## src/design/tmr_pkg.sv

```systemverilog
// constants shared by the quad counter/timer set: register map, fields, codes
// assumes a 32-bit avalon-mm slave with byte addresses, one register per word
package tmr_pkg;

  localparam int ADDR_W = 6;

  // register byte offsets
  localparam logic [5:0] OFF_CTRL = 6'h00;
  localparam logic [5:0] OFF_MODE = 6'h04;
  localparam logic [5:0] OFF_CNT0 = 6'h08;
  localparam logic [5:0] OFF_CNT1 = 6'h0c;
  localparam logic [5:0] OFF_CNT2 = 6'h10;
  localparam logic [5:0] OFF_CNT3 = 6'h14;
  localparam logic [5:0] OFF_RLD2 = 6'h18;
  localparam logic [5:0] OFF_RLD3 = 6'h1c;
  localparam logic [5:0] OFF_CFG23 = 6'h20;
  localparam logic [5:0] OFF_STATUS = 6'h24;
  localparam logic [5:0] OFF_MASK = 6'h28;

  // control register fields
  localparam int CTRL_SCALE_LSB = 0;
  localparam int CTRL_SYS0 = 2;
  localparam int CTRL_SYS1 = 3;
  localparam int CTRL_RUN0 = 4;
  localparam int CTRL_RUN1 = 5;

  // mode register: one nibble per timer, then gate polarities
  localparam int MODE_ONE_LSB = 4;
  localparam int MODE_SEL_LSB = 0;
  localparam int MODE_COUNTER = 2;
  localparam int MODE_GATE = 3;
  localparam int MODE_POL0 = 8;
  localparam int MODE_POL1 = 9;

  // timer two/three config: one byte per timer
  localparam int CFG_T3_LSB = 8;
  localparam int CFG_SPLIT = 0;
  localparam int CFG_CLK_LSB = 1;
  localparam int CFG_RUN_LO = 3;
  localparam int CFG_RUN_HI = 4;

  // status / mask bit positions
  localparam int ST_OVF0 = 0;
  localparam int ST_OVF1 = 1;
  localparam int ST_T2LO = 2;
  localparam int ST_T2HI = 3;
  localparam int ST_T3LO = 4;
  localparam int ST_T3HI = 5;
  localparam int NUM_EVT = 6;

  // reset values
  localparam logic [15:0] RST_REG = 16'h0000;
  localparam logic [31:0] RST_RDATA = 32'h0000_0000;

  // prescaler dividers
  localparam int DIV_SYS12 = 12;
  localparam int DIV_SYS4 = 4;
  localparam int DIV_SYS48 = 48;
  localparam int DIV_EXT8 = 8;

  // prescale source field codes
  localparam logic [1:0] SCA_SYS12 = 2'h0;
  localparam logic [1:0] SCA_SYS4 = 2'h1;
  localparam logic [1:0] SCA_SYS48 = 2'h2;

  // timer two/three clock codes (code 3 stops the clock)
  localparam logic [1:0] CLK23_SYS = 2'h0;
  localparam logic [1:0] CLK23_DIV12 = 2'h1;
  localparam logic [1:0] CLK23_EXT8 = 2'h2;

  typedef enum logic [1:0] {
    MODE_13BIT,
    MODE_16BIT,
    MODE_RELOAD8,
    MODE_SPLIT
  } t01_mode_e;

endpackage

```

## src/design/fall_detect.sv

```systemverilog
// two-stage synchroniser with falling-edge pulse
// assumes din changes no faster than every two clock cycles
`timescale 1ns/1ps
module fall_detect (
  input wire logic clk, // system clock
  input wire logic sys_rst, // synchronous reset, high
  input wire logic din, // asynchronous level
  output logic fall // one-cycle pulse per high-to-low
);
  logic meta_r;
  logic sync_r;
  logic prev_r;

  always_ff @(posedge clk) begin
    if (sys_rst) begin
      // all stages follow the pin, so a level held through reset is no edge
      meta_r <= din;
      sync_r <= din;
      prev_r <= din;
    end else begin
      meta_r <= din;
      sync_r <= meta_r;
      prev_r <= sync_r;
    end
  end

  assign fall = prev_r & ~sync_r;
endmodule

```

## src/design/quad_counter_timer_set.sv

```systemverilog
// four 16-bit counter/timers behind an avalon-mm slave with interrupt
// assumes one system clock, inputs synchronous except pins run through fall_detect
// What this block does
// - four 16-bit timers: two classic, two auto-reload; timer one holds while timer zero is split.
// - timers zero/one: 13-bit, 16-bit, 8-bit reload; split mode on zero only.
// - timers two/three: 16-bit reload or two independent 8-bit reload timers.
// - timers zero/one pick system clock or shared prescaled clock per select bit.
// - timers two/three clock from sysclk, sysclk/12, or external clock/8.
// - counter mode increments on each falling edge of the event pin.
// - events up to a quarter of system clock rate are counted.
// - timers measure intervals, count events and raise periodic interrupts.
// - prescale field: 00 sys/12, 01 sys/4, 10 sys/48, 11 external/8.
// - 13-bit mode uses high byte plus low five bits; wrap sets flag.
// - count only with run set and gate satisfied (split high byte: run one, no gate); run never clears count.
// - 8-bit reload: low counts, overflow sets flag and reloads from high.
`timescale 1ns/1ps
module quad_counter_timer_set (
  input wire logic clk, // 50 MHz system clock
  input wire logic sys_rst, // synchronous reset, high
  input wire logic [5:0] avs_address, // byte address
  input wire logic avs_read, // read request
  input wire logic avs_write, // write request
  input wire logic [31:0] avs_writedata, // write data
  input wire logic [3:0] avs_byteenable, // byte lanes
  output logic [31:0] avs_readdata, // read data
  output logic avs_waitrequest, // stall
  input wire logic event_input_zero, // timer zero event pin
  input wire logic event_input_one, // timer one event pin
  input wire logic external_irq_input_zero, // gate input for timer zero
  input wire logic external_irq_input_one, // gate input for timer one
  input wire logic ext_osc_clk, // external oscillator, sampled
  output logic irq // level interrupt
);
  ////////////////////////////////////////////////////////////////////////////
  // bus slave: one wait cycle per access
  localparam int NUM_EVT_W = tmr_pkg::NUM_EVT;
  logic wait_r;
  logic [31:0] readdata_r;
  logic [31:0] rd_mux;
  logic wr_go;
  logic rd_go;
  logic [15:0] ctrl_r;
  logic [15:0] mode_r;
  logic [15:0] cfg23_r;
  logic [15:0] cnt0_r;
  logic [15:0] cnt1_r;
  logic [15:0] cnt23_r [2];
  logic [15:0] rld23_r [2];
  logic [NUM_EVT_W-1:0] status_r;
  logic [NUM_EVT_W-1:0] mask_r;
  logic [NUM_EVT_W-1:0] evt_set;
  logic irq_r;

  function automatic logic [15:0] merge16(input logic [15:0] old, input logic [31:0] wd,
                                          input logic [3:0] be);
    merge16 = {be[1] ? wd[15:8] : old[15:8], be[0] ? wd[7:0] : old[7:0]};
  endfunction

  assign wr_go = avs_write & ~wait_r;
  assign rd_go = avs_read & ~wait_r;

  always_ff @(posedge clk) begin
    if (sys_rst) begin
      wait_r <= 1'b1;
    end else if ((avs_read | avs_write) & wait_r) begin
      wait_r <= 1'b0;
    end else begin
      wait_r <= 1'b1;
    end
  end

  always_comb begin
    rd_mux = tmr_pkg::RST_RDATA;
    if (avs_address == tmr_pkg::OFF_CTRL) begin
      rd_mux[15:0] = ctrl_r;
    end else if (avs_address == tmr_pkg::OFF_MODE) begin
      rd_mux[15:0] = mode_r;
    end else if (avs_address == tmr_pkg::OFF_CNT0) begin
      rd_mux[15:0] = cnt0_r;
    end else if (avs_address == tmr_pkg::OFF_CNT1) begin
      rd_mux[15:0] = cnt1_r;
    end else if (avs_address == tmr_pkg::OFF_CNT2) begin
      rd_mux[15:0] = cnt23_r[0];
    end else if (avs_address == tmr_pkg::OFF_CNT3) begin
      rd_mux[15:0] = cnt23_r[1];
    end else if (avs_address == tmr_pkg::OFF_RLD2) begin
      rd_mux[15:0] = rld23_r[0];
    end else if (avs_address == tmr_pkg::OFF_RLD3) begin
      rd_mux[15:0] = rld23_r[1];
    end else if (avs_address == tmr_pkg::OFF_CFG23) begin
      rd_mux[15:0] = cfg23_r;
    end else if (avs_address == tmr_pkg::OFF_STATUS) begin
      rd_mux[NUM_EVT_W-1:0] = status_r;
    end else if (avs_address == tmr_pkg::OFF_MASK) begin
      rd_mux[NUM_EVT_W-1:0] = mask_r;
    end
  end

  // data captured in the wait cycle, stands in the answer cycle
  always_ff @(posedge clk) begin
    if (sys_rst) begin
      readdata_r <= tmr_pkg::RST_RDATA;
    end else if (avs_read & wait_r) begin
      readdata_r <= rd_mux;
    end
  end

  always_ff @(posedge clk) begin
    if (sys_rst) begin
      ctrl_r <= tmr_pkg::RST_REG;
      mode_r <= tmr_pkg::RST_REG;
      cfg23_r <= tmr_pkg::RST_REG;
      mask_r <= '0;
    end else if (wr_go) begin
      if (avs_address == tmr_pkg::OFF_CTRL) begin
        ctrl_r <= merge16(ctrl_r, avs_writedata, avs_byteenable);
      end else if (avs_address == tmr_pkg::OFF_MODE) begin
        mode_r <= merge16(mode_r, avs_writedata, avs_byteenable);
      end else if (avs_address == tmr_pkg::OFF_CFG23) begin
        cfg23_r <= merge16(cfg23_r, avs_writedata, avs_byteenable);
      end else if (avs_address == tmr_pkg::OFF_MASK && avs_byteenable[0]) begin
        mask_r <= avs_writedata[NUM_EVT_W-1:0];
      end
    end
  end

  ////////////////////////////////////////////////////////////////////////////
  // pin sampling and prescalers
  logic ev0_fall;
  logic ev1_fall;
  logic ext_fall;
  logic [2:0] ext_cnt_r;
  logic ext8_tick;
  logic [5:0] presc_cnt_r;
  logic [5:0] presc_top;
  logic presc_tick;
  logic [3:0] div12_cnt_r;
  logic div12_tick;

  fall_detect u_ev0 (.clk(clk), .sys_rst(sys_rst), .din(event_input_zero), .fall(ev0_fall));
  fall_detect u_ev1 (.clk(clk), .sys_rst(sys_rst), .din(event_input_one), .fall(ev1_fall));
  fall_detect u_ext (.clk(clk), .sys_rst(sys_rst), .din(ext_osc_clk), .fall(ext_fall));

  // external clock over eight, synchronised to the system clock
  assign ext8_tick = ext_fall && (ext_cnt_r == 3'(tmr_pkg::DIV_EXT8 - 1));
  always_ff @(posedge clk) begin
    if (sys_rst) begin
      ext_cnt_r <= '0;
    end else if (ext_fall) begin
      ext_cnt_r <= ext_cnt_r + 3'h1;
    end
  end

  always_comb begin
    if (ctrl_r[tmr_pkg::CTRL_SCALE_LSB +: 2] == tmr_pkg::SCA_SYS4) begin
      presc_top = 6'(tmr_pkg::DIV_SYS4 - 1);
    end else if (ctrl_r[tmr_pkg::CTRL_SCALE_LSB +: 2] == tmr_pkg::SCA_SYS48) begin
      presc_top = 6'(tmr_pkg::DIV_SYS48 - 1);
    end else begin
      presc_top = 6'(tmr_pkg::DIV_SYS12 - 1);
    end
  end

  // a shrinking divisor may leave the count past its top: >= wraps it at once
  always_ff @(posedge clk) begin
    if (sys_rst) begin
      presc_cnt_r <= '0;
    end else if (presc_cnt_r >= presc_top) begin
      presc_cnt_r <= '0;
    end else begin
      presc_cnt_r <= presc_cnt_r + 6'h01;
    end
  end

  assign presc_tick = (ctrl_r[tmr_pkg::CTRL_SCALE_LSB +: 2] == 2'h3) ? ext8_tick :
                      (presc_cnt_r >= presc_top);

  always_ff @(posedge clk) begin
    if (sys_rst) begin
      div12_cnt_r <= '0;
    end else if (div12_cnt_r == 4'(tmr_pkg::DIV_SYS12 - 1)) begin
      div12_cnt_r <= '0;
    end else begin
      div12_cnt_r <= div12_cnt_r + 4'h1;
    end
  end
  assign div12_tick = (div12_cnt_r == 4'(tmr_pkg::DIV_SYS12 - 1));

  ////////////////////////////////////////////////////////////////////////////
  // timers zero and one
  tmr_pkg::t01_mode_e mode0;
  tmr_pkg::t01_mode_e mode1;
  logic tclk0;
  logic tclk1;
  logic en0;
  logic en1;
  logic [12:0] c13_0;
  logic [12:0] c13_1;
  logic [15:0] cnt0_nxt;
  logic [15:0] cnt1_nxt;
  logic ovf0;
  logic ovf1;

  assign mode0 = tmr_pkg::t01_mode_e'(mode_r[tmr_pkg::MODE_SEL_LSB +: 2]);
  assign mode1 = tmr_pkg::t01_mode_e'(mode_r[tmr_pkg::MODE_ONE_LSB + tmr_pkg::MODE_SEL_LSB +: 2]);

  // timer clock per select bit, counter mode replaces it with the pin
  assign tclk0 = ctrl_r[tmr_pkg::CTRL_SYS0] | presc_tick;
  assign tclk1 = ctrl_r[tmr_pkg::CTRL_SYS1] | presc_tick;

  assign en0 = ctrl_r[tmr_pkg::CTRL_RUN0] && (!mode_r[tmr_pkg::MODE_GATE] ||
               external_irq_input_zero == mode_r[tmr_pkg::MODE_POL0]) &&
               (mode_r[tmr_pkg::MODE_COUNTER] ? ev0_fall : tclk0);
  assign en1 = ctrl_r[tmr_pkg::CTRL_RUN1] &&
               (!mode_r[tmr_pkg::MODE_ONE_LSB + tmr_pkg::MODE_GATE] ||
               external_irq_input_one == mode_r[tmr_pkg::MODE_POL1]) &&
               (mode_r[tmr_pkg::MODE_ONE_LSB + tmr_pkg::MODE_COUNTER] ? ev1_fall : tclk1);

  assign c13_0 = {cnt0_r[15:8], cnt0_r[4:0]} + 13'h0001;
  assign c13_1 = {cnt1_r[15:8], cnt1_r[4:0]} + 13'h0001;

  always_comb begin
    cnt0_nxt = cnt0_r;
    ovf0 = 1'b0;
    ovf1 = 1'b0;
    case (mode0)
      tmr_pkg::MODE_13BIT: begin
        if (en0) begin
          cnt0_nxt = {c13_0[12:5], cnt0_r[7:5], c13_0[4:0]};
          ovf0 = (c13_0 == 13'h0000);
        end
      end
      tmr_pkg::MODE_16BIT: begin
        if (en0) begin
          cnt0_nxt = cnt0_r + 16'h0001;
          ovf0 = (cnt0_r == 16'hffff);
        end
      end
      tmr_pkg::MODE_RELOAD8: begin
        if (en0) begin
          cnt0_nxt[7:0] = (cnt0_r[7:0] == 8'hff) ? cnt0_r[15:8] : cnt0_r[7:0] + 8'h01;
          ovf0 = (cnt0_r[7:0] == 8'hff);
        end
      end
      default: begin
        // split: low byte keeps timer zero controls, high byte borrows run one
        if (en0) begin
          cnt0_nxt[7:0] = cnt0_r[7:0] + 8'h01;
          ovf0 = (cnt0_r[7:0] == 8'hff);
        end
        if (ctrl_r[tmr_pkg::CTRL_RUN1] && tclk0) begin
          cnt0_nxt[15:8] = cnt0_r[15:8] + 8'h01;
          ovf1 = (cnt0_r[15:8] == 8'hff);
        end
      end
    endcase
    cnt1_nxt = cnt1_r;
    // timer one holds its count while timer zero is split or it is in split itself
    if (en1 && mode0 != tmr_pkg::MODE_SPLIT) begin
      case (mode1)
        tmr_pkg::MODE_13BIT: begin
          cnt1_nxt = {c13_1[12:5], cnt1_r[7:5], c13_1[4:0]};
          ovf1 = (c13_1 == 13'h0000);
        end
        tmr_pkg::MODE_16BIT: begin
          cnt1_nxt = cnt1_r + 16'h0001;
          ovf1 = (cnt1_r == 16'hffff);
        end
        tmr_pkg::MODE_RELOAD8: begin
          cnt1_nxt[7:0] = (cnt1_r[7:0] == 8'hff) ? cnt1_r[15:8] : cnt1_r[7:0] + 8'h01;
          ovf1 = (cnt1_r[7:0] == 8'hff);
        end
        default: begin
          cnt1_nxt = cnt1_r;
        end
      endcase
    end
  end

  // a software write wins over a count in the same cycle; run never clears
  always_ff @(posedge clk) begin
    if (sys_rst) begin
      cnt0_r <= tmr_pkg::RST_REG;
      cnt1_r <= tmr_pkg::RST_REG;
    end else begin
      if (wr_go && avs_address == tmr_pkg::OFF_CNT0) begin
        cnt0_r <= merge16(cnt0_r, avs_writedata, avs_byteenable);
      end else begin
        cnt0_r <= cnt0_nxt;
      end
      if (wr_go && avs_address == tmr_pkg::OFF_CNT1) begin
        cnt1_r <= merge16(cnt1_r, avs_writedata, avs_byteenable);
      end else begin
        cnt1_r <= cnt1_nxt;
      end
    end
  end

  ////////////////////////////////////////////////////////////////////////////
  // timers two and three
  logic [1:0] ovf23_lo;
  logic [1:0] ovf23_hi;

  for (genvar i = 0; i < 2; i++) begin : g_t23
    logic [7:0] cfg;
    logic tick;
    logic run_lo;
    logic run_hi;
    logic wr_cnt;
    logic wr_rld;
    assign cfg = cfg23_r[i * tmr_pkg::CFG_T3_LSB +: 8];
    assign tick = (cfg[tmr_pkg::CFG_CLK_LSB +: 2] == tmr_pkg::CLK23_SYS) ||
                  (cfg[tmr_pkg::CFG_CLK_LSB +: 2] == tmr_pkg::CLK23_DIV12 && div12_tick) ||
                  (cfg[tmr_pkg::CFG_CLK_LSB +: 2] == tmr_pkg::CLK23_EXT8 && ext8_tick);
    assign run_lo = cfg[tmr_pkg::CFG_RUN_LO] && tick;
    assign run_hi = cfg[tmr_pkg::CFG_RUN_HI] && tick;
    assign wr_cnt = wr_go && avs_address == (i == 0 ? tmr_pkg::OFF_CNT2 : tmr_pkg::OFF_CNT3);
    assign wr_rld = wr_go && avs_address == (i == 0 ? tmr_pkg::OFF_RLD2 : tmr_pkg::OFF_RLD3);
    assign ovf23_lo[i] = cfg[tmr_pkg::CFG_SPLIT] && run_lo && cnt23_r[i][7:0] == 8'hff;
    assign ovf23_hi[i] = cfg[tmr_pkg::CFG_SPLIT] ? (run_hi && cnt23_r[i][15:8] == 8'hff) :
                         (run_lo && cnt23_r[i] == 16'hffff);

    always_ff @(posedge clk) begin
      if (sys_rst) begin
        rld23_r[i] <= tmr_pkg::RST_REG;
      end else if (wr_rld) begin
        rld23_r[i] <= merge16(rld23_r[i], avs_writedata, avs_byteenable);
      end
    end

    always_ff @(posedge clk) begin
      if (sys_rst) begin
        cnt23_r[i] <= tmr_pkg::RST_REG;
      end else if (wr_cnt) begin
        cnt23_r[i] <= merge16(cnt23_r[i], avs_writedata, avs_byteenable);
      end else if (cfg[tmr_pkg::CFG_SPLIT]) begin
        if (run_lo) begin
          cnt23_r[i][7:0] <= ovf23_lo[i] ? rld23_r[i][7:0] : cnt23_r[i][7:0] + 8'h01;
        end
        if (run_hi) begin
          cnt23_r[i][15:8] <= ovf23_hi[i] ? rld23_r[i][15:8] : cnt23_r[i][15:8] + 8'h01;
        end
      end else if (run_lo) begin
        cnt23_r[i] <= ovf23_hi[i] ? rld23_r[i] : cnt23_r[i] + 16'h0001;
      end
    end
  end

  ////////////////////////////////////////////////////////////////////////////
  // sticky overflow flags, cleared by reading; only bits seen by the read clear
  logic [NUM_EVT_W-1:0] status_clr;

  assign evt_set[tmr_pkg::ST_OVF0] = ovf0;
  assign evt_set[tmr_pkg::ST_OVF1] = ovf1;
  assign evt_set[tmr_pkg::ST_T2LO] = ovf23_lo[0];
  assign evt_set[tmr_pkg::ST_T2HI] = ovf23_hi[0];
  assign evt_set[tmr_pkg::ST_T3LO] = ovf23_lo[1];
  assign evt_set[tmr_pkg::ST_T3HI] = ovf23_hi[1];

  assign status_clr = (rd_go && avs_address == tmr_pkg::OFF_STATUS) ?
                      readdata_r[NUM_EVT_W-1:0] : '0;

  always_ff @(posedge clk) begin
    if (sys_rst) begin
      status_r <= '0;
    end else begin
      status_r <= (status_r & ~status_clr) | evt_set;
    end
  end

  always_ff @(posedge clk) begin
    if (sys_rst) begin
      irq_r <= 1'b0;
    end else begin
      irq_r <= |(status_r & mask_r);
    end
  end

  assign avs_readdata = readdata_r;
  assign avs_waitrequest = wait_r;
  assign irq = irq_r;
endmodule

```

## config.mk

```make
export PLATFORM = sky130hd
export DESIGN_NAME = quad_counter_timer_set
export DESIGN_NICKNAME = d
export VERILOG_FILES = /design/src/design/tmr_pkg.sv /design/src/design/fall_detect.sv /design/src/design/quad_counter_timer_set.sv
export SDC_FILE = /design/constraint.sdc
export NUM_CORES = 1
export LEC_CHECK = 0
export ABC_AREA = 1
export BUFFER_PORTS_ARGS = -buffer_cell sky130_fd_sc_hd__buf_4
export CAP_MARGIN = 10
export CORE_UTILIZATION = 30
export CTS_CLUSTER_SIZE = 20
export DETAILED_ROUTE_END_ITERATION = 8
export PLACE_DENSITY_LB_ADDON = 0.2
export SETUP_SLACK_MARGIN = 0.4
export SLEW_MARGIN = 40
export SYNTH_ARGS = -nofsm -noshare
export SYNTH_HDL_FRONTEND = slang
export SYNTH_SLANG_ARGS = --single-unit
```

## constraint.sdc

```tcl
create_clock -name clk -period 3.6 [get_ports clk]
set_input_delay 0.54 -clock clk [delete_from_list [all_inputs] [get_ports clk]]
set_output_delay 0.54 -clock clk [all_outputs]
set_load 0.02 [all_outputs]
```

Word level (Yosys, flattened, before mapping):

Memories as Yosys holds them, arrays and structs flattened.
Cells that the tools add are included.

* word-level logic and storage cells: 315
* RAM bits: 64
* memories kept: 2
* output and inout port bits: 34
* input bits: 51
* flip-flop bits (word level): 132

Memory list
* cnt23_r: depth 2, bits a word 16, rd ports 2, clocked after Yosys merged registers in 0, wr ports 2, line quad_counter_timer_set.sv:47 `logic [15:0] cnt23_r [2];`
* rld23_r: depth 2, bits a word 16, rd ports 2, clocked after Yosys merged registers in 0, wr ports 2, line quad_counter_timer_set.sv:48 `logic [15:0] rld23_r [2];`

* add/subtract/negate cells: 16
* equality and inequality tests: 46
* bitwise operators: 33
* multiplexer cells: 119
* magnitude comparators: 1
* reduce and logical (&&, ||, !) cells: 69

Operators with widths (count)
* $mux 16: 19
* $mux 8: 27
* $pmux 8 s3: 3
* $add 16x1->16 const B: 4
* $eq 16x16->1 const B: 4
* $mux 1: 60
* $add 8x1->8 const B: 7
* $eq 8x8->1 const B: 7
* $mux 6: 6
* $logic_and 1x1->1: 31
* $add 13x1->13 const B: 2
* $logic_not 13->1: 2
* $eq 6x5->1 const B: 4
* $reduce_and 5->1: 4
* $eq 6x6->1 const B: 3
* $ne 2x2->1 const B: 8
* $pmux 8 s2: 1
* $or 1x1->1: 15
* $reduce_and 3->1: 5
* $and 6x6->6: 2
* $eq 2x2->1 const B: 6
* $eq 6x4->1 const B: 2
* $reduce_and 4->1: 3
* $eq 2x1->1 const B: 5
* other kinds (27): 54

Logic depth before layout (Yosys ltp):

Gate-level depths: netlist (run 1).

* depth after elaboration: 13
* mapped depth: 17
* gate-level depth less buffers: 17

Cells and area by module:

A second synthesis (run 1) with hierarchy kept.

* cell total of the unflattened synthesis: 1739
* area, all modules: 12179.2 um2

Modules (own cells, without submodules)
* quad_counter_timer_set: cells an instance 1706, area each 11908.9 um2, times used 1, seq. area each 4384.2 um2
* fall_detect: cells an instance 11, area each 90.1 um2, times used 3, seq. area each 60.1 um2

Worst setup path before layout (run 1):

No wires, ideal clock.

* path type: input-to-reg
* from: input port avs_address[1]
* to: memory rld23_r[0][10], enable pin
* setup time: 0.384 ns
* required time: 3.216 ns
* cell stages on the path: 5
* setup slack: 1.430 ns
* buffers on the path: 0
* arrival: 1.786 ns
* path through: nor2_1 nand3_1 nor2_2 inv_1 o21ai_0

RTL lines
* from (decl): line quad_counter_timer_set.sv:20 `input wire logic [5:0] avs_address,`
* to (decl): line quad_counter_timer_set.sv:48

==> results.md, run 1 <==
* Outcome: finished clean
* Sequential power share at 0.489
* PortBufs at 50
* FF-to-FF End: cnt23_r[1][13]
* Chip width at 207 um
* Post-synth top area share at 0.209
* Clk_lat worst skew at around 0.46 ns
* Initial antenna violation count at 1
* CTS tree: done
* Clk pwr share at 0.435
* EDFF count, synth at 64
* Vias per cell at 5.21
* Post-CTS resize count at 0
* CP max FO at 14
* Initial Utilization at 0.307
* H-tree depth at 4
* Avg WL per Cell at 19.9 um
* P_sw at 1.32 mW
* Rows at 74
* Count leader, synth: nand2_1
* CTS Buffer Depth at 2
* Min Hold Slack at 0.204 ns
* Achievable Freq at 0.336 GHz
* I/O pin cnt at 85
* Number of iterations in the first detailed-routing pass at 5
* Final hold vios at 0
* Post-Syn Area at 12700 sq um
* Hold Path Cell Cnt at 1
* Antenna viol nets, final at 0
* GP Congestion at 0.919
* Final slew viol count at 0
* Avg Synthesized Cell Area at 6.79 sq um
* Area Overhead vs Synth at 11.7%
* Grt total ovfl at 0
* Setup Crit Path Kind: flop to flop
* Critical path launch point type: flop
* Vias at 12.7k
* Asr flop ratio synth at 0
* DRC Markers at 0
* Cts hold-fix bufs at 0
* Register area share after synthesis at 0.361
* RSZ-0062 raised after global routing: false
* Leakage at slightly below 6 nW
* Worst setup EP type: flop
* DP HPWL at between 30 and 40 mm
* Clock Tree Root: clkbuf_16
* Top post-synthesis cells by area: dfxtp_1 21%, edfxtp_1 15%, nand2_1 14%
* Top FF cell, synth: dfxtp_1
* Worst Path Required at 3.81 ns
* Global-route wire length before repair at approximately 74 mm
* Warnings from Yosys at 0
* Combinational Power Share at 0.077
* Gr usage total at 0.224
* Setup Skew at 0.0200 ns
* TritonCTS Sinks at 196
* 1st-iter DRT viols at 1171
* Slew @ Worst Pin at between 0.7 and 0.8 ns
* Ratio of cells with drive above 1 in the final layout at 0.0955
* Worst-path clk slew at 0.08 ns
* Switching share of power at 0.270
* Period utilization at 0.826
* Total CTS buffers at 17
* Number of global-route vias before repair at 12.1k
* Slew headroom at 0.469
* Crit path arrival time at 3.18 ns
* VDD IR max at 0.307 mV
* Final WL at 48.5 mm
* Setup TNS at 0 ns
* R2R Path Start: ext_cnt_r[0]
* Largest area contributor in the netlist: dfxtp_1
* Register bit total from synthesis at 196
* Internal power at 3.57 mW
* Final #Nets at 1964
* Full die area at 43000 sq um
* Core ar. at 41200 sq um
* # fillers at 4523
* Yosys cell types at 48
* Setup ws final at 0.626 ns
* Hold Crit Endpoint: u_ev0.meta_r
* Reg2reg setup slack at 0.63 ns
* Worst Reg2Reg Path Length in Cells at 13
* Post-CTS Setup Inserts at 0
* Setup violators final at 0
* Post-Place Worst Slack at 0.636 ns
* Post-synth top cells: 483 x nand2_1, 225 x nor2_1, 171 x inv_1
* Fin crit period at 2.97 ns
* Cells after Synth at 1864
* Min-delay src: event_input_zero
* Largest net degree at the start of global routing at 74
* Worst Hold Class: primary input to flop
* Die Y at roughly 210 um
* Max Cap Viol at 0
* Pwr Density at 346 nW/um^2
power by group through the flow:
stage | registers (mW) | clock network (mW) | logic, mW
4_1_cts | 2.39 | 2.17 | 0.373
3_5_place_dp | 2.44 | 0 | 0.371
6_report | 2.39 | 2.12 | 0.375
2_1_floorplan | 2.42 | 0 | 0.209
3_3_place_gp | 2.44 | 0 | 0.370
5_1_grt | 2.39 | 2.25 | 0.404
worst max path at each step:
stage                     cells past startpoint  slack [ns]             end            from
final                                        13        0.63  cnt23_r[1][13]    ext_cnt_r[0]
after global routing                         13        0.51  cnt23_r[1][13]    ext_cnt_r[0]
after detailed placement                      9        0.64   cnt23_r[0][0]  avs_address[1]
after CTS                                    13        0.75  cnt23_r[1][13]    ext_cnt_r[0]
after global placement                        9        0.67   cnt23_r[0][1]  avs_address[1]
after floorplan                               5        1.43  rld23_r[0][10]  avs_address[1]
kinds of logic after synthesis:
group                    share of synthesized area
other                                     0.000296
buffers and inverters                       0.0899
XOR/XNOR                                    0.0332
AO/OA/AOI/OAI                                0.172
flip-flops                                   0.361
AND/OR/NAND/NOR                              0.325
adder cells (fa/ha/maj)                     0.0198
layout by cell type, fill, tap and decap left out, drive strengths merged, types with 3 or more instances in the layout:
master / instances
clkbuf: 17
buf: 74
a41oi: 4
o2111ai: 5
a211oi: 7
conb: 16
ha: 20
or2: 5
clkinv: 7
o211ai: 24
nand3: 120
nor3: 18
a221oi: 11
bufinv: 3
a22oi: 8
o21ai: 176
o22ai: 9
edfxtp: 64
a21oi: 137
nor2: 254
nand2: 500
nand4: 43
dfxtp: 132
a31oi: 4
xnor2: 7
inv: 191
xor2: 41
flip-flops by register name (all words and copies together), names as in the netlist, 3 cells and up:
signal,count
cnt0_r,16
cfg23_r,16
cnt23_r,32
mask_r,6
status_r,6
avs_readdata,16
div12_cnt_r,4
cnt1_r,16
presc_cnt_r,6
mode_r,16
ext_cnt_r,3
ctrl_r,16
rld23_r,32
critical path, stage by stage (launching register included):
cell,delay (ns)
dfxtp_1,0.35
ha_1,0.16
ha_1,0.13
inv_1,0.04
nor2_2,0.37
nand2_1,0.12
nand2_2,0.19
nand3_1,0.19
nor2_4,0.39
inv_1,0.29
nor2_1,0.16
nand2_1,0.06
a21oi_1,0.19
nor2_1,0.07
per-layer routing:
layer  routed length, um  track usage  vias up
met5                   0            0        -
met4                1310       0.0733        0
met3                3050       0.0330       64
met2               22000        0.358      422
met1               22200        0.310     6004
li1                    -            -     6218
cell type report:
type                    instances  area [sq um]  area share
diodes                          1          2.50    0.000177
clock buffers                  17           425      0.0301
clock inverters                15           214      0.0151
inverters                     187           702      0.0497
multi-input cells            1417          7010       0.496
flip-flops and latches        196          4560       0.323
well taps                     532           666      0.0471
repair buffers                 74           551      0.0390
stage by stage:
stage	total power, mW	area (sq um)	cells	utilization
floorplan	2.63	12700	1879	-
detailed placement	2.81	13500	2405	0.327
CTS	4.93	14100	2437	0.343
global placement	2.81	13500	2404	0.327
finish	4.89	14100	2439	0.343
global route	5.04	14100	2439	0.343
(Power assumes the default switching activity.)
==> run 2: changes to the inputs <==
==> constraint.sdc (replaced) <==
create_clock -name clk -period 3.05 [get_ports clk]
set_input_delay 0.4575 -clock clk [delete_from_list [all_inputs] [get_ports clk]]
set_output_delay 0.4575 -clock clk [all_outputs]
set_load 0.02 [all_outputs]
==> run 2 against run 1 <==
Net effect:
- die area stayed put
- non-clock buffer count is 29 higher
- hold slack got worse by 0.11 ns
- sequential power up 18%
- count of clock-buffer cells in the layout is 4 higher
- critical path type unchanged
- highest routed layer unchanged
==> results.md, run 2 (synthesized netlist as in run 1, its figures left out) <==
* Number of iterations in the first detailed-routing pass at 6
* Setup ws final at 0.505 ns
* Initial Utilization at 0.307
* Number of global-route vias before repair at approximately 12k
* Worst Hold Class: primary input to flop
* Ratio of cells with drive above 1 in the final layout at 0.110
* Final slew viol count at 0
* PortBufs at 50
* Combinational Power Share at 0.082
* Cts hold-fix bufs at 0
* Vias at 12.9k
* WP buf/inv at 3
* Slew @ Worst Pin at 0.711 ns
* Leakage at a little under 6 nW
* DP HPWL at 37.0 mm
* Setup violators final at 0
* Util after Layout at 0.348
* Pwr Density at 386 nW/um^2
* CTS tree: done
* Vias per cell at around 5.2
* Crit path arrival time at between 2 and 3 ns
* Clk pwr share at 0.408
* Slew headroom at 0.525
* Critical path launch point type: flop
* DRC Markers at 0
* Achievable Freq at 0.393 GHz
* Initial antenna violation count at 1
* H-tree depth at 4
* Switching share of power at 0.275
* RSZ-0062 raised after global routing: true
* CP Cell Sequence: ha_1, ha_1, inv_1, nor2_4, buf_4, nand2_1, nand2_2, nand3_1, nor2_4, clkinvlp_4, nor2_1, nand2_1, a21oi_1, nor2_1
* GP Congestion at 0.927
* Die Y at 207 um
* Clk_lat worst skew at 0.46 ns
* Gr usage total at 0.223
* Avg WL per Cell at 19.7 um
* Full die area at 43000 sq um
* CTS Buffer Depth at 2
* Global-route wire length before repair at 72.5 mm
* Outcome: finished clean
* Worst setup EP type: flop
* Antenna viol nets, final at 0
* CP max FO at 7
* I/O pin cnt at between 80 and 90
* Final #Nets at between 1.5k and 2k
* Largest net degree at the start of global routing at 48
* Period utilization at 0.834
* Ant. Diodes at 0
* CP top delay family: simple AND/OR/NAND/NOR gates
* CP peak stage delay at 0.35 ns
* Sequential power share at 0.509
* Final hold vios at 0
* P_sw at 1.52 mW
* TritonCTS Sinks at approximately 200
* Worst-path clk slew at about 0.08 ns
* Chip width at between 200 and 250 um
* Total CTS buffers at 17
* CP max-delay cell: dfxtp_1
* Clock Tree Root: clkbuf_16
* Setup Crit Path Kind: flop to flop
* Final WL at 48.7 mm
* Rows at 74
* Setup TNS at 0 ns
* Grt total ovfl at 0
* Fin crit period at 2.54 ns
* Max Cap Viol at 0
* Largest registers: cnt23_r x32, rld23_r x32
* Core ar. at 41200 sq um
* DP Area at 13600 sq um
* Setup Skew at about 0.013 ns
* Post-Place Worst Slack at 0.387 ns
* 1st-iter DRT viols at 1275
* VDD IR max at 0.385 mV
* Commonest non-fill, non-tap cell in the layout: nand2_1
* Min Hold Slack at approximately 0.099 ns
* Area Overhead vs Synth at 13.2%
* Internal power at 4.00 mW
* Most frequent cells in the layout: 482 x nand2_1, 224 x nor2_1, 170 x inv_1, 164 x o21ai_0, 137 x a21oi_1
* Worst Path Required at 3.27 ns
* Post-route cell area at 14300 sq um
## run 2: cell count changes in the layout (fill, tap and decap cells not counted), moves of 2 or more
cell / before / now
bufinv_16: 3 / 0
clkinv_8: 2 / 0
buf_4: 72 / 101
clkinvlp_4: 0 / 2
clkbuf_1: 0 / 2
## run 2: path summary, 6_finish.rpt
check                                 endpoint  slack (ns)  depth (start not counted)            start
worst max register to register  cnt23_r[1][13]        0.51                         14     ext_cnt_r[0]
worst max-delay path            cnt23_r[1][13]        0.51                         14     ext_cnt_r[0]
worst min-delay path              u_ev1.meta_r         0.1                          1  event_input_one
worst min register to register    u_ev0.sync_r        0.43                          2     u_ev0.meta_r
## run 2: stage by stage
stage / power, mW / std cells
after floorplan: 3.11 / 1879
after global placement: 3.32 / 2423
after detailed placement: 3.33 / 2424
after CTS: 5.55 / 2456
after global routing: 5.69 / 2467
final: 5.53 / 2467
## run 2: what timing repair did
action | 4_1_cts | 5_1_grt
buffers inserted | 0 | 11
endpoints found under the setup margin | 0 | 35
resized for setup | 0 | 7
## run 2: power by group through the flow
stage | Combinational (mW) | Sequential, mW | Clock [mW]
finish | 0.456 | 2.82 | 2.26
global route | 0.490 | 2.82 | 2.38
CTS | 0.452 | 2.82 | 2.28
detailed placement | 0.451 | 2.88 | 0
global placement | 0.448 | 2.87 | 0
floorplan | 0.247 | 2.86 | 0
## run 2: area by class of cell
type | count | area, sq um
clock buffer | 21 | 465
inverter | 187 | 706
clock inverter | 11 | 88.8
timing repair buffer | 103 | 783
fill | 4439 | 26900
tap | 532 | 666
multi-input combinational | 1417 | 7050
sequential | 196 | 4560
## run 2: per-layer routing
metal / global-route usage / share of wire / vias to the layer above
met3: 0.0269 / 0.060 / 47
met4: 0.0607 / 0.020 / 0
met5: 0 / 0 / -
li1: - / - / 6285
met2: 0.360 / 0.46 / 427
met1: 0.311 / 0.46 / 6152
==> run 3: changes to the inputs <==
==> constraint.sdc (replaced) <==
create_clock -name clk -period 2.13 [get_ports clk]
set_input_delay 0.3195 -clock clk [delete_from_list [all_inputs] [get_ports clk]]
set_output_delay 0.3195 -clock clk [all_outputs]
set_load 0.02 [all_outputs]
==> run 3 against run 2 <==
Net effect:
- clock power up 45%
- flip-flop and latch count unchanged
- combinational power up 71%
- largest cell class unchanged
- largest power group unchanged
==> results.md, run 3 (synthesized netlist as in run 1, its figures left out) <==
* DRC Markers at 0
* Grt total ovfl at 0
* Rows at 74
* Fin crit period at 2.11 ns
* Ratio of cells with drive above 1 in the final layout at 0.265
* # fillers at 4302
* Avg WL per Cell at 19.3 um
* Critical path launch point type: flop
* Post-Place Worst Slack at -0.0908 ns
* Core ar. at 41200 sq um
* Commonest non-fill, non-tap cell in the layout: nand2_1
* CTS tree: done
* Slew @ Worst Pin at ~0.73 ns
* WP buf/inv at 6
* CP max FO at 16
* Largest registers: cnt23_r x32, rld23_r x32
* Total CTS buffers at 17
* Gr usage total at 0.233
* H-tree depth at 4
* Clk_lat worst skew at ~0.46 ns
* Vias at 13.7k
* Largest net degree at the start of global routing at 60
* Most frequent CP cell: nand2_4
* Initial Utilization at 0.307
* CP Cell Sequence: ha_4, ha_4, inv_2, nor2_4, buf_6, nand2_4, nand2_4, nand2_4, nor2_4, buf_4, buf_6, nand2_2, inv_1, buf_12, o211ai_1, nand2_1
* Setup violators final at 0
* Antenna viol nets, final at 0
* CP peak stage delay at between 0.3 and 0.4 ns
* RSZ-0062 raised after global routing: true
* Setup Skew at 0.0149 ns
* Achievable Freq at 0.474 GHz
* Leakage at between 6 and 7 nW
* Full die area at 43000 sq um
* Chip width at 207 um
* Max Cap Viol at 0
* PortBufs at 50
* Most frequent cells in the layout: 435 x nand2_1, 216 x buf_4, 195 x nor2_1, 154 x inv_1, 130 x o21ai_0
* Outcome: finished clean
* Number of global-route vias before repair at 12.9k
* I/O pin cnt at 85
* VDD IR max at 0.632 mV
* Clock Tree Root: clkbuf_16
* Area Overhead vs Synth at 31.7%
* Final slew viol count at 0
* Slew headroom at 0.513
* Setup ws final at ~0.020 ns
* GP Congestion at between 0.9 and 1
* Final WL at 50.7 mm
* Setup Crit Path Kind: flop to flop
* Worst Hold Class: primary input to flop
* Area of the multi-input gates at a little under 8000 sq um
* FF+latch area at approximately 4600 sq um
* Vias per cell at 5.21
* TritonCTS Sinks at 196
* Pwr Density at 484 nW/um^2
* 1st-iter DRT viols at 1158
* CP max-delay cell: dfxtp_2
* Final hold vios at 0
* Global-route wire length before repair at 76.8 mm
* DP HPWL at 38.7 mm
* Worst Path Required at 2.34 ns
* Overall Power at 8.07 mW
* Initial antenna violation count at 2
* Crit path arrival time at around 2.3 ns
* Number of iterations in the first detailed-routing pass at 5
* CTS Buffer Depth at 2
* Ant. Diodes at 0
* Period utilization at 0.991
* Worst setup EP type: flop
* Worst-path clk slew at 0.08 ns
* CP top delay family: buffers and inverters
* Final #Nets at between 2k and 2.5k
* Die Y at 207 um
## run 3: changes by cell type in the layout (fill, tap and decap cells not counted), moves of 19 or more
cell	change
buf_4	+115
nand2_1	-47
nand2_2	+35
o21ai_0	-34
buf_6	+30
nor2_1	-29
a21oi_1	-20
nand3_1	-19
nor2_4	+19
## run 3: report_power, final
part | switching [mW] | total (mW) | internal [mW]
logic | 0.515 | 0.779 | 0.263
registers | 0.0802 | 4.01 | 3.93
clock network | 1.63 | 3.27 | 1.64
total | 2.23 | 8.07 | 5.84
## run 3: final cells by class
type / instances / area share
Tap cell: 532 / 0.0399
Clock buffer: 20 / 0.0262
Multi-Input combinational cell: 1419 / 0.474
Clock inverter: 12 / 0.00736
Inverter: 187 / 0.0438
Sequential cell: 196 / 0.276
Timing Repair Buffer: 260 / 0.133
## run 3: per-layer routing
metal / vias to the layer above / routed length, um / GRT usage
li1: 6612 / - / -
met1: 6531 / 22600 / 0.315
met2: 450 / 23300 / 0.375
met3: 81 / 3060 / 0.0333
met4: 2 / 1750 / 0.0883
met5: - / 9 / 0
## run 3: worst paths after layout
path,start,to,slack (ns),depth (start not counted)
worst min register to register,u_ev0.meta_r,u_ev0.sync_r,0.42,2
worst max-delay path,ext_cnt_r[0],cnt23_r[0][0],0.02,16
worst min-delay path,avs_write,avs_waitrequest,0.07,2
worst max register to register,ext_cnt_r[0],cnt23_r[0][0],0.02,16
## run 3: through the flow
| step | util | instances | cell area (sq um) | hold slack (ns) | TNS (ns) |
|---|---|---|---|---|---|
| 2_1_floorplan | - | 1879 | 12900 | 0.347 | 0 |
| 3_3_place_gp | 0.361 | 2554 | 14900 | 0.400 | -0.487 |
| 3_5_place_dp | 0.361 | 2554 | 14900 | 0.403 | -1.27 |
| 4_1_cts | 0.391 | 2614 | 16100 | 0.0613 | 0 |
| 5_1_grt | 0.405 | 2626 | 16700 | 0.0672 | -2.06 |
| 6_report | 0.405 | 2626 | 16700 | 0.0741 | 0 |
## run 3: repair_timing
item                       in CTS  in global routing
setup endpoints to repair     116                155
hold buffers                    3                  0
pin swaps                      50                 58
buffers inserted               22                 12
cloned                          3                  0
resized for setup             141                122
hold endpoints to repair        3                  0
## run 3: worst reg2reg max path: cells and delay by family (launching register included)
family | cells | cell delay (ns)
AOI/OAI and AO/OA | 1 | 0.12
DFF | 1 | 0.34
adders and majority gates | 2 | 0.30
and+or+nand+nor | 7 | 0.46
buffers and inverters | 6 | 0.65
